File: config.mk
export PLATFORM = sky130hd
export DESIGN_NAME = pmc_top
export DESIGN_NICKNAME = d
export VERILOG_FILES = /design/src/hdl/pmc_pkg.sv /design/src/hdl/pmc_top.sv
export VERILOG_INCLUDE_DIRS = /design/src /design/src/hdl
export SDC_FILE = /design/constraint.sdc
export NUM_CORES = 1
export LEC_CHECK = 0
export BUFFER_PORTS_ARGS = -buffer_cell sky130_fd_sc_hd__buf_2
export CORE_ASPECT_RATIO = 0.6
export CORE_MARGIN = 8
export CORE_UTILIZATION = 40
export DETAILED_ROUTE_END_ITERATION = 12
export GPL_ROUTABILITY_DRIVEN = 0
export PLACE_DENSITY = 0.67
export SYNTH_ARGS = -nofsm -noshare
export SYNTH_HDL_FRONTEND = slang
export SYNTH_SLANG_ARGS = --single-unit
File: constraint.sdc
create_clock -name pclk -period 1.64 [get_ports pclk]
set_input_delay 0 -clock pclk [delete_from_list [all_inputs] [get_ports pclk]]
set_output_delay 0 -clock pclk [all_outputs]
set_load 0.05 [all_outputs]
File: src/hdl/pmc_map.svh
/*
  Offsets, field positions, reset values and counts of the power-mode and
  clock control block.
  Assumes inclusion by bare name from the design files of this block.
*/
// Functional notes
// [RQ1] Deep sleep stops both core clock and system clock enables.
// [RQ2] Deep sleep blocks clockless peripherals from internal and external memory.
// [RQ3] Deep sleep ends only on reset pin, then device returns to full-on.
// [RQ4] Hibernate removes clocks and core supply, supply taken to zero volts.
// [RQ5] Writing zero to hibernate control bit drives regulator wake output low.
// [RQ6] During hibernate all external pins are released to high impedance.
// [RQ7] Every hibernate wakeup, reset pin included, starts the hardware reset sequence.
// [RQ8] Each wakeup source acts only when its enable in regulator control is set; the code lets the reset pin wake without an enable.
// [RQ9] Regulator wake output is active high and rises on a wakeup event.
// [RQ10] Regulator control survives hibernate; all other registers return to defaults.
// [RQ11] After hibernate, start waits for power-good input to show supply ready.
// [RQ12] Clocks derive from input clock through PLL; multiplier resets to six.
// [RQ13] Divider writes change clocks on the fly, no relock wait.
// [RQ14] Four-bit system divisor sets PLL to system clock ratio, 1 to 15.
// [RQ15] Core divisor codes 00,01,10,11 divide by 1,2,4,8.
// [RQ16] All peripherals run from the system clock enable, never the core one.
// [RQ17] Clock output pin carries system clock or buffered input clock.
// [RQ18] Clock output active after reset; disabled via memory global control.
// [RQ19] After power-up the device is in full-on, PLL enabled, not bypassed.
// [RQ20] Active mode bypasses PLL; core and system clocks follow input clock.
// [RQ21] Divisor changes apply on a divided-clock boundary, no short pulse.
// [RQ22] System divisor code zero is illegal and keeps the previous divisor.
`ifndef PMC_MAP_SVH
`define PMC_MAP_SVH

// ----------------------------------------
// Register offsets
// ----------------------------------------
`define PMC_OFS_PLL_CTL 12'h000
`define PMC_OFS_PLL_DIV 12'h004
`define PMC_OFS_REGULATOR_CONTROL_REG 12'h008
`define PMC_OFS_MEM_GCTL 12'h00C
`define PMC_OFS_STATUS 12'h010

// ----------------------------------------
// Field positions
// ----------------------------------------
`define PMC_CTL_MULT_LSB 0
`define PMC_CTL_MULT_MSB 5
`define PMC_CTL_BYPASS 8
`define PMC_CTL_DEEP_REQ 12
`define PMC_DIV_SSEL_LSB 0
`define PMC_DIV_SSEL_MSB 3
`define PMC_DIV_CORE_CLK_DIVISOR_FIELD_LSB 4
`define PMC_DIV_CORE_CLK_DIVISOR_FIELD_MSB 5
`define PMC_VR_HIB_N 0
`define PMC_VR_WAKE_LSB 1
`define PMC_VR_WAKE_MSB 2
`define PMC_MG_SYSTEM_CLOCK_FORWARD_EN 0
`define PMC_MG_SYSTEM_CLOCK_FORWARD_BUF 1

// ----------------------------------------
// Reset values and counts
// ----------------------------------------
`define PMC_MULT_RST 6'h06
`define PMC_SSEL_RST 4'h5
`define PMC_CORE_CLK_DIVISOR_FIELD_RST 2'h0
`define PMC_WAKE_EN_RST 2'h0
`define PMC_BOOT_CYCLES 5'h10

`endif

File: src/hdl/pmc_pkg.sv
/*
  Types of the power-mode and clock control block.
  Assumes the offsets and counts come from pmc_map.svh.
*/
package pmc_pkg;

  // ----------------------------------------
  // Operating states
  // ----------------------------------------
  typedef enum logic [2:0] {
    PMC_FULL_ON = 3'h0,
    PMC_DEEP = 3'h1,
    PMC_HIB = 3'h3,
    PMC_PG_WAIT = 3'h2,
    PMC_BOOT = 3'h6,
    PMC_ACTIVE = 3'h4
  } pmc_state_type;

  // ----------------------------------------
  // Divider settings
  // ----------------------------------------
  typedef struct packed {
    logic [1:0] core_clk_divisor_field;
    logic [3:0] ssel;
  } pmc_div_type;

  // ----------------------------------------
  // Bus request, taken unregistered from the APB inputs
  // ----------------------------------------
  typedef struct packed {
    logic [11:0] addr;
    logic write;
    logic [31:0] wdata;
  } pmc_req_type;

endpackage : pmc_pkg

File: src/hdl/pmc_top.sv
/*
  Power-mode and clock control: operating states, regulator handshake,
  clock enables derived from the PLL output, and the clock output pin.
  Assumes pclk stands for the PLL output and the block sits on APB.
*/
`timescale 1ns/1ns
`include "pmc_map.svh"

module pmc_top (
  input wire logic pclk,
  input wire logic presetn,
  input wire logic psel,
  input wire logic penable,
  input wire logic pwrite,
  input wire logic [11:0] paddr,
  input wire logic [31:0] pwdata,
  output logic [31:0] prdata,
  output logic pready,
  output logic pslverr,
  input wire logic input_clk_pin,
  input wire logic reset_pin_n,
  input wire logic [1:0] wake_src_in,
  input wire logic power_good_in_n,
  output logic regulator_wake_out,
  output logic pin_hiz,
  output logic core_supply_on,
  output logic async_access_block,
  output logic sys_reset_out,
  output logic pll_enable,
  output logic pll_bypass,
  output logic [5:0] pll_multiplier,
  output logic core_clk,
  output logic sys_clk_en,
  output logic external_clock_out,
  output logic external_clock_oe
);

  // ----------------------------------------
  // Functions
  // ----------------------------------------
  function automatic logic [2:0] pmc_core_max(input logic [1:0] core_clk_divisor_field);
    case (core_clk_divisor_field)
      2'h0: pmc_core_max = 3'h0;
      2'h1: pmc_core_max = 3'h1;
      2'h2: pmc_core_max = 3'h3;
      default: pmc_core_max = 3'h7;
    endcase
  endfunction : pmc_core_max

  function automatic logic [3:0] pmc_sys_max(input logic [3:0] ssel);
    pmc_sys_max = ssel - 4'h1;
  endfunction : pmc_sys_max

  // ----------------------------------------
  // Pin synchronisers
  // ----------------------------------------
  logic [4:0] sync_a;
  logic [4:0] sync_b;
  logic clk_in_prev;

  always_ff @(posedge pclk or negedge presetn) begin
    if (!presetn) begin
      sync_a <= 5'h06;
      sync_b <= 5'h06;
      clk_in_prev <= 1'b0;
    end else begin
      sync_a <= {wake_src_in, power_good_in_n, reset_pin_n, input_clk_pin};
      sync_b <= sync_a;
      clk_in_prev <= sync_b[0];
    end
  end

  wire buffered_input_clk = sync_b[0];
  wire reset_pin_low = !sync_b[1];
  wire power_good = !sync_b[2];
  wire [1:0] wake_src = sync_b[4:3];
  wire in_rise = buffered_input_clk && !clk_in_prev;

  // ----------------------------------------
  // Bus decode
  // ----------------------------------------
  pmc_pkg::pmc_state_type state;
  pmc_pkg::pmc_state_type next_state;
  pmc_pkg::pmc_div_type cur_div;
  pmc_pkg::pmc_div_type pend_div;
  pmc_pkg::pmc_req_type req;
  logic [5:0] mult;
  logic bypass;
  logic hib_n;
  logic [1:0] wake_en;
  logic system_clock_forward_en;
  logic system_clock_forward_buf;
  logic [3:0] sys_cnt;
  logic [2:0] core_cnt;
  logic [4:0] boot_cnt;

  assign req = '{addr: paddr, write: pwrite, wdata: pwdata};

  wire take = psel && penable && pready;
  wire access_first = psel && penable && !pready;
  wire read_first = access_first && !req.write;
  wire wr = take && req.write;
  wire sel_ctl = req.addr == `PMC_OFS_PLL_CTL;
  wire sel_div = req.addr == `PMC_OFS_PLL_DIV;
  wire sel_vr = req.addr == `PMC_OFS_REGULATOR_CONTROL_REG;
  wire sel_mg = req.addr == `PMC_OFS_MEM_GCTL;
  wire sel_st = req.addr == `PMC_OFS_STATUS;
  wire mapped = sel_ctl || sel_div || sel_vr || sel_mg || sel_st;
  wire wr_ctl = wr && sel_ctl;
  wire wr_div = wr && sel_div;
  wire wr_vr = wr && sel_vr;
  wire wr_mg = wr && sel_mg;
  wire [3:0] new_ssel = req.wdata[`PMC_DIV_SSEL_MSB:`PMC_DIV_SSEL_LSB];
  wire [1:0] new_core_clk_divisor_field = req.wdata[`PMC_DIV_CORE_CLK_DIVISOR_FIELD_MSB:`PMC_DIV_CORE_CLK_DIVISOR_FIELD_LSB];

  wire [31:0] rd_ctl = {23'h0, bypass, 2'h0, mult};
  wire [31:0] rd_div = {26'h0, pend_div.core_clk_divisor_field, pend_div.ssel};
  wire [31:0] rd_vr = {29'h0, wake_en, hib_n};
  wire [31:0] rd_mg = {30'h0, system_clock_forward_buf, system_clock_forward_en};
  wire [31:0] rd_st = {22'h0, power_good, cur_div.core_clk_divisor_field, cur_div.ssel, state};
  wire [31:0] rd_mux = sel_ctl ? rd_ctl :
                       sel_div ? rd_div :
                       sel_vr ? rd_vr :
                       sel_mg ? rd_mg :
                       sel_st ? rd_st : 32'h0;

  // ----------------------------------------
  // APB answer, one wait cycle per access
  // ----------------------------------------
  always_ff @(posedge pclk or negedge presetn) begin
    if (!presetn) begin
      pready <= 1'b0;
    end else begin
      pready <= access_first;
    end
  end

  always_ff @(posedge pclk or negedge presetn) begin
    if (!presetn) begin
      pslverr <= 1'b0;
    end else begin
      pslverr <= access_first && !mapped;
    end
  end

  always_ff @(posedge pclk or negedge presetn) begin
    if (!presetn) begin
      prdata <= 32'h0;
    end else begin
      prdata <= read_first ? rd_mux : 32'h0;
    end
  end

  // ----------------------------------------
  // State decode
  // ----------------------------------------
  wire in_boot = state == pmc_pkg::PMC_BOOT;
  wire in_hib = state == pmc_pkg::PMC_HIB;
  wire in_deep = state == pmc_pkg::PMC_DEEP;
  wire running = state == pmc_pkg::PMC_FULL_ON || state == pmc_pkg::PMC_ACTIVE;
  wire wake_evt = reset_pin_low || |(wake_src & wake_en); // see [RQ8]
  wire sys_edge = sys_cnt == 4'h0;
  wire core_edge = core_cnt == 3'h0;

  // ----------------------------------------
  // Register file, regulator control kept over hibernate
  // ----------------------------------------
  wire vr_write = wr_vr && running;

  always_ff @(posedge pclk or negedge presetn) begin
    if (!presetn) begin
      mult <= `PMC_MULT_RST; // see [RQ12]
      bypass <= 1'b0; // see [RQ19]
    end else if (in_boot) begin
      mult <= `PMC_MULT_RST; // see [RQ10]
      bypass <= 1'b0;
    end else if (wr_ctl) begin
      mult <= req.wdata[`PMC_CTL_MULT_MSB:`PMC_CTL_MULT_LSB]; // see [RQ12]
      bypass <= req.wdata[`PMC_CTL_BYPASS]; // see [RQ20]
    end
  end

  always_ff @(posedge pclk or negedge presetn) begin
    if (!presetn) begin
      system_clock_forward_en <= 1'b1; // see [RQ18]
      system_clock_forward_buf <= 1'b0;
    end else if (in_boot) begin
      system_clock_forward_en <= 1'b1;
      system_clock_forward_buf <= 1'b0;
    end else if (wr_mg) begin
      system_clock_forward_en <= req.wdata[`PMC_MG_SYSTEM_CLOCK_FORWARD_EN]; // see [RQ18]
      system_clock_forward_buf <= req.wdata[`PMC_MG_SYSTEM_CLOCK_FORWARD_BUF]; // see [RQ17]
    end
  end

  always_ff @(posedge pclk or negedge presetn) begin
    if (!presetn) begin
      pend_div <= '{core_clk_divisor_field: `PMC_CORE_CLK_DIVISOR_FIELD_RST, ssel: `PMC_SSEL_RST};
    end else if (in_boot) begin
      pend_div <= '{core_clk_divisor_field: `PMC_CORE_CLK_DIVISOR_FIELD_RST, ssel: `PMC_SSEL_RST};
    end else if (wr_div) begin
      pend_div.core_clk_divisor_field <= new_core_clk_divisor_field; // see [RQ15]
      if (new_ssel != 4'h0) begin
        pend_div.ssel <= new_ssel; // see [RQ22]
      end
    end
  end

  always_ff @(posedge pclk or negedge presetn) begin
    if (!presetn) begin
      hib_n <= 1'b1;
    end else if (in_hib && wake_evt) begin
      hib_n <= 1'b1; // see [RQ10]
    end else if (vr_write) begin
      hib_n <= req.wdata[`PMC_VR_HIB_N]; // see [RQ5]
    end
  end

  always_ff @(posedge pclk or negedge presetn) begin
    if (!presetn) begin
      wake_en <= `PMC_WAKE_EN_RST;
    end else if (vr_write) begin
      wake_en <= req.wdata[`PMC_VR_WAKE_MSB:`PMC_VR_WAKE_LSB]; // see [RQ8]
    end
  end

  // ----------------------------------------
  // Operating state machine
  // ----------------------------------------
  always_comb begin
    next_state = state;
    case (state)
      pmc_pkg::PMC_FULL_ON, pmc_pkg::PMC_ACTIVE: begin
        if (reset_pin_low) begin
          next_state = pmc_pkg::PMC_BOOT;
        end else if (!hib_n) begin
          next_state = pmc_pkg::PMC_HIB; // see [RQ4]
        end else if (wr_ctl && req.wdata[`PMC_CTL_DEEP_REQ]) begin
          next_state = pmc_pkg::PMC_DEEP; // see [RQ1]
        end else begin
          next_state = bypass ? pmc_pkg::PMC_ACTIVE : pmc_pkg::PMC_FULL_ON; // see [RQ20]
        end
      end
      pmc_pkg::PMC_DEEP: begin
        if (reset_pin_low) begin
          next_state = pmc_pkg::PMC_BOOT; // see [RQ3]
        end
      end
      pmc_pkg::PMC_HIB: begin
        if (wake_evt) begin
          next_state = pmc_pkg::PMC_PG_WAIT; // see [RQ7]
        end
      end
      pmc_pkg::PMC_PG_WAIT: begin
        if (power_good) begin
          next_state = pmc_pkg::PMC_BOOT; // see [RQ11]
        end
      end
      pmc_pkg::PMC_BOOT: begin
        if (boot_cnt == 5'h0 && !reset_pin_low) begin
          next_state = pmc_pkg::PMC_FULL_ON; // see [RQ3]
        end
      end
      default: begin
        next_state = pmc_pkg::PMC_BOOT;
      end
    endcase
  end

  always_ff @(posedge pclk or negedge presetn) begin
    if (!presetn) begin
      state <= pmc_pkg::PMC_FULL_ON; // see [RQ19]
    end else begin
      state <= next_state;
    end
  end

  always_ff @(posedge pclk or negedge presetn) begin
    if (!presetn) begin
      boot_cnt <= `PMC_BOOT_CYCLES;
    end else if (!in_boot || reset_pin_low) begin
      boot_cnt <= `PMC_BOOT_CYCLES;
    end else if (boot_cnt != 5'h0) begin
      boot_cnt <= boot_cnt - 5'h1;
    end
  end

  // ----------------------------------------
  // Dividers, new divisors taken at a boundary
  // ----------------------------------------
  always_ff @(posedge pclk or negedge presetn) begin
    if (!presetn) begin
      cur_div <= '{core_clk_divisor_field: `PMC_CORE_CLK_DIVISOR_FIELD_RST, ssel: `PMC_SSEL_RST};
      sys_cnt <= 4'h0;
      core_cnt <= 3'h0;
    end else if (!running) begin
      cur_div <= pend_div;
      sys_cnt <= 4'h0;
      core_cnt <= 3'h0;
    end else begin
      if (sys_edge) begin
        cur_div.ssel <= pend_div.ssel; // see [RQ21]
        sys_cnt <= pmc_sys_max(pend_div.ssel); // see [RQ13] [RQ14]
      end else begin
        sys_cnt <= sys_cnt - 4'h1;
      end
      if (core_edge) begin
        cur_div.core_clk_divisor_field <= pend_div.core_clk_divisor_field; // see [RQ21]
        core_cnt <= pmc_core_max(pend_div.core_clk_divisor_field); // see [RQ15]
      end else begin
        core_cnt <= core_cnt - 3'h1;
      end
    end
  end

  // ----------------------------------------
  // Clock enables and clock output pin
  // ----------------------------------------
  wire full_on = state == pmc_pkg::PMC_FULL_ON;
  wire active = state == pmc_pkg::PMC_ACTIVE;
  wire next_sys = (full_on && sys_edge) || (active && in_rise); // see [RQ16] [RQ20]
  wire next_core = (full_on && core_edge) || (active && in_rise);
  wire next_system_clock_forward = system_clock_forward_buf ? buffered_input_clk : next_sys; // see [RQ17]
  wire pin_on = system_clock_forward_en && !in_hib;

  always_ff @(posedge pclk or negedge presetn) begin
    if (!presetn) begin
      sys_clk_en <= 1'b0;
      core_clk <= 1'b0;
    end else begin
      sys_clk_en <= next_sys; // see [RQ1]
      core_clk <= next_core; // see [RQ1]
    end
  end

  always_ff @(posedge pclk or negedge presetn) begin
    if (!presetn) begin
      external_clock_out <= 1'b0;
      external_clock_oe <= 1'b0;
    end else begin
      external_clock_out <= pin_on && next_system_clock_forward; // see [RQ18]
      external_clock_oe <= pin_on; // see [RQ6]
    end
  end

  // ----------------------------------------
  // Power and PLL outputs
  // ----------------------------------------
  always_ff @(posedge pclk or negedge presetn) begin
    if (!presetn) begin
      regulator_wake_out <= 1'b1;
      core_supply_on <= 1'b1;
    end else begin
      regulator_wake_out <= !in_hib; // see [RQ5] [RQ9]
      core_supply_on <= !in_hib; // see [RQ4]
    end
  end

  always_ff @(posedge pclk or negedge presetn) begin
    if (!presetn) begin
      pin_hiz <= 1'b0;
      async_access_block <= 1'b0;
    end else begin
      pin_hiz <= in_hib; // see [RQ6]
      async_access_block <= in_deep || in_hib; // see [RQ2]
    end
  end

  always_ff @(posedge pclk or negedge presetn) begin
    if (!presetn) begin
      sys_reset_out <= 1'b1;
    end else begin
      sys_reset_out <= in_boot || state == pmc_pkg::PMC_PG_WAIT; // see [RQ7]
    end
  end

  always_ff @(posedge pclk or negedge presetn) begin
    if (!presetn) begin
      pll_enable <= 1'b1;
      pll_bypass <= 1'b0;
      pll_multiplier <= `PMC_MULT_RST;
    end else begin
      pll_enable <= running; // see [RQ12]
      pll_bypass <= active; // see [RQ20]
      pll_multiplier <= mult;
    end
  end

endmodule : pmc_top

==> impl_metrics.json <==
{
  "clk_latency_ps": 330,
  "finalHoldViolations": 0,
  "drv_cap": 0,
  "fin_cells": 544,
  "setup_viol": 0,
  "cts.clk_slew.worst_paths_ps": 60,
  "synth.yosys.seq_area_share_pct": 53.9,
  "grt-ovfl-total": 0,
  "relSlewSlack_pct": 65.6,
  "drtIter0Drc": 191,
  "power_density_nw_per_um2": 1110,
  "endpoint_kind": "flop",
  "synth-edff-count": 0,
  "dp_cells": 512,
  "yosys.area_share.simple_pct": 19.2,
  "synth.most_common_cell": "dfrtp_1",
  "ant_nets": 0,
  "ff2ff_path_depth": 4,
  "die-area_um2": 12600,
  "grt_max_degree": 40,
  "cts_tree": "done",
  "avgRoutedWirePerCell_um": 16.7,
  "drv_slew": 0,
  "yosys_warnings": 0,
  "syn_area_um2": 3670,
  "cp.required_ps": 1890,
  "worst_slew_pin_slew_ps": 515,
  "final_nets": 482,
  "irDropWorstVdd_mv": 0.614,
  "fin_crit_sh_pct": 91.6,
  "arrival_ps": 1750,
  "hold_class": "in2reg",
  "synth_xor_area_share_pct": 0.956,
  "regArea_um2": 1980,
  "path_max_fanout": 6,
  "place_hpwl_um": 6740,
  "rsz0062_at_grt": "no",
  "clk_path_buf_depth": 2,
  "die_h_um": 90.2,
  "viasPerCell": 5.09,
  "grt_pass1_vias": 2786,
  "ys_ff_latch": 78,
  "core_um2": 9050,
  "drive_gt1_share_pct": 32.2,
  "numCtsBuffers": 9,
  "chipWidth_um": 140,
  "finalSetupTns_ps": 0,
  "grt_use_total_pct": 14.9,
  "fmax_mhz": 666,
  "cts_root_buf": "clkbuf_16",
  "wl_um": 9080,
  "synth.mux.area_fraction_pct": 6.38,
  "htree_levels": 3,
  "cts_setup_buffers": 0,
  "synth_top_family_by_area": "simple AND/OR/NAND/NOR gates",
  "clock-sinks": 78,
  "synth_cell_type_count": 55,
  "ys.flop_type": "dfrtp_1",
  "synthTopCellsByCount": "dfrtp_1, nor2_1, buf_4",
  "synthArstFlopShare_pct": 100,
  "fillers": 817,
  "antenna_found_initial": 0,
  "port_buffers": 58,
  "num_io_pins": 105,
  "yosysTopAreaCellShare_pct": 41.0,
  "vias": 2767,
  "worstHoldPathCells": 5,
  "route.detailed.drc": 0,
  "yosys.area_share.adder_pct": 1.71,
  "status": "complete, no violations",
  "startpoint_type": "flop",
  "synth_area_leader_cell": "dfrtp_1",
  "crit_type": "reg2reg",
  "row_count": 27,
  "drt_first_pass_iters": 4,
  "initial_utilization_pct": 40.5,
  "finClkSkew_ps": 6.74,
  "multi_input_area_um2": 1500,
  "ys_top_cells_by_area": "dfrtp_1, dfstp_2, buf_4",
  "syn-instance-count": 327,
  "synth-compound-area-share_pct": 10.2,
  "synth_area_per_cell_um2": 11.2,
  "area_growth_pct": 24.5,
  "grt_pass1_wl_um": 14900,
  "p_leak_nw": 2.12,
  "period_minus_slack_ps": 1500,
  "antennaDiodeCount": 0
}
final timing paths:
kind / start / end / slack, ps
setup / recovery: sys_cnt[2] / external_clock_out / 140
hold / removal: pwrite / prdata[5] / 140
max in group asynchronous: presetn / boot_cnt[4] / 810
setup reg to reg: sys_cnt[2] / external_clock_out / 140
min in group asynchronous: presetn / sys_clk_en / 180
hold reg to reg: sync_a[3] / sync_b[3] / 350
cell families after synthesis:
kind of cell,count (synthesis)
compound gates,57
xor+xnor,4
fa+ha+maj,5
buf+inv,46
flops,78
mux,22
other cells,1
simple gates,114
layout make-up:
| type | count | area share [%] |
|---|---|---|
| inverters | 15 | 1.23 |
| clock inverters | 6 | 0.850 |
| repair buffers | 95 | 13.6 |
| clock buffers | 10 | 5.02 |
| multi-input cells | 224 | 32.8 |
| well taps | 116 | 3.18 |
| flip-flops and latches | 78 | 43.3 |
flip-flops by register name, summed over array words and instances (netlist names), 2 cells and up:
| register | flops |
|---|---|
| mult | 6 |
| pll_multiplier | 6 |
| wake_en | 2 |
| state | 3 |
| prdata | 10 |
| sync_b | 5 |
| cur_div | 6 |
| pend_div | 6 |
| sync_a | 5 |
| core_cnt | 3 |
| boot_cnt | 5 |
| sys_cnt | 4 |
where the power goes:
part	switching [mW]	internal (mW)	total, mW
sequential	0.106	2.06	2.17
clock	0.747	1.02	1.76
combinational	0.743	0.413	1.16
total	1.60	3.49	5.09
critical path: stages (launching register included):
cell	delay [ps]
dfrtp_1	440
or4_1	560
o21ai_2	150
nand3b_1	80
a21boi_0	190
stage by stage:
stage / hold WS [ps] / util, % / setup WS, ps / power [mW] / area (um2)
4_1_cts: 125 / 50.4 / 54.5 / 5.13 / 4560
3_5_place_dp: 7.54 / 45.6 / 62.0 / 3.30 / 4130
2_1_floorplan: -296 / - / 2.14 / 2.97 / 3750
3_3_place_gp: 1.52 / 45.6 / 120 / 3.28 / 4130
6_report: 143 / 50.4 / 138 / 5.09 / 4570
5_1_grt: 156 / 50.4 / 28.8 / 5.34 / 4570
per-layer routing:
layer,GRT usage [%],vias to the layer above,wire [um]
met5,0,-,0
met2,19.1,114,3590
met1,21.4,1340,4420
met4,4.58,0,83
li1,-,1305,-
met3,6.70,8,988
layout by cell type (no fill, tap or decap), types with 5 or more instances in the layout:
| cell type | count |
|---|---|
| o21ai_0 | 9 |
| inv_1 | 15 |
| dlygate4sd3_1 | 16 |
| dfstp_2 | 18 |
| mux2_2 | 11 |
| a21oi_1 | 15 |
| buf_2 | 57 |
| dfrtp_1 | 59 |
| buf_4 | 21 |
| ha_1 | 5 |
| nand2b_1 | 7 |
| a211oi_1 | 5 |
| nor2_1 | 33 |
| conb_1 | 22 |
| clkbuf_16 | 9 |
| a31oi_1 | 5 |
| nor2b_1 | 6 |
| nand3_1 | 5 |
| mux2i_1 | 11 |
| nand2_1 | 16 |
| nor3_1 | 6 |
| and2_1 | 7 |
timing repair:
action / in CTS / in global routing
gates resized for setup: 0 / 3
hold buffers: 16 / 0
endpoints found under the setup margin: 0 / 4
endpoints found under the hold margin: 47 / 0
No activity file was read; power rests on OpenSTA's default activity.
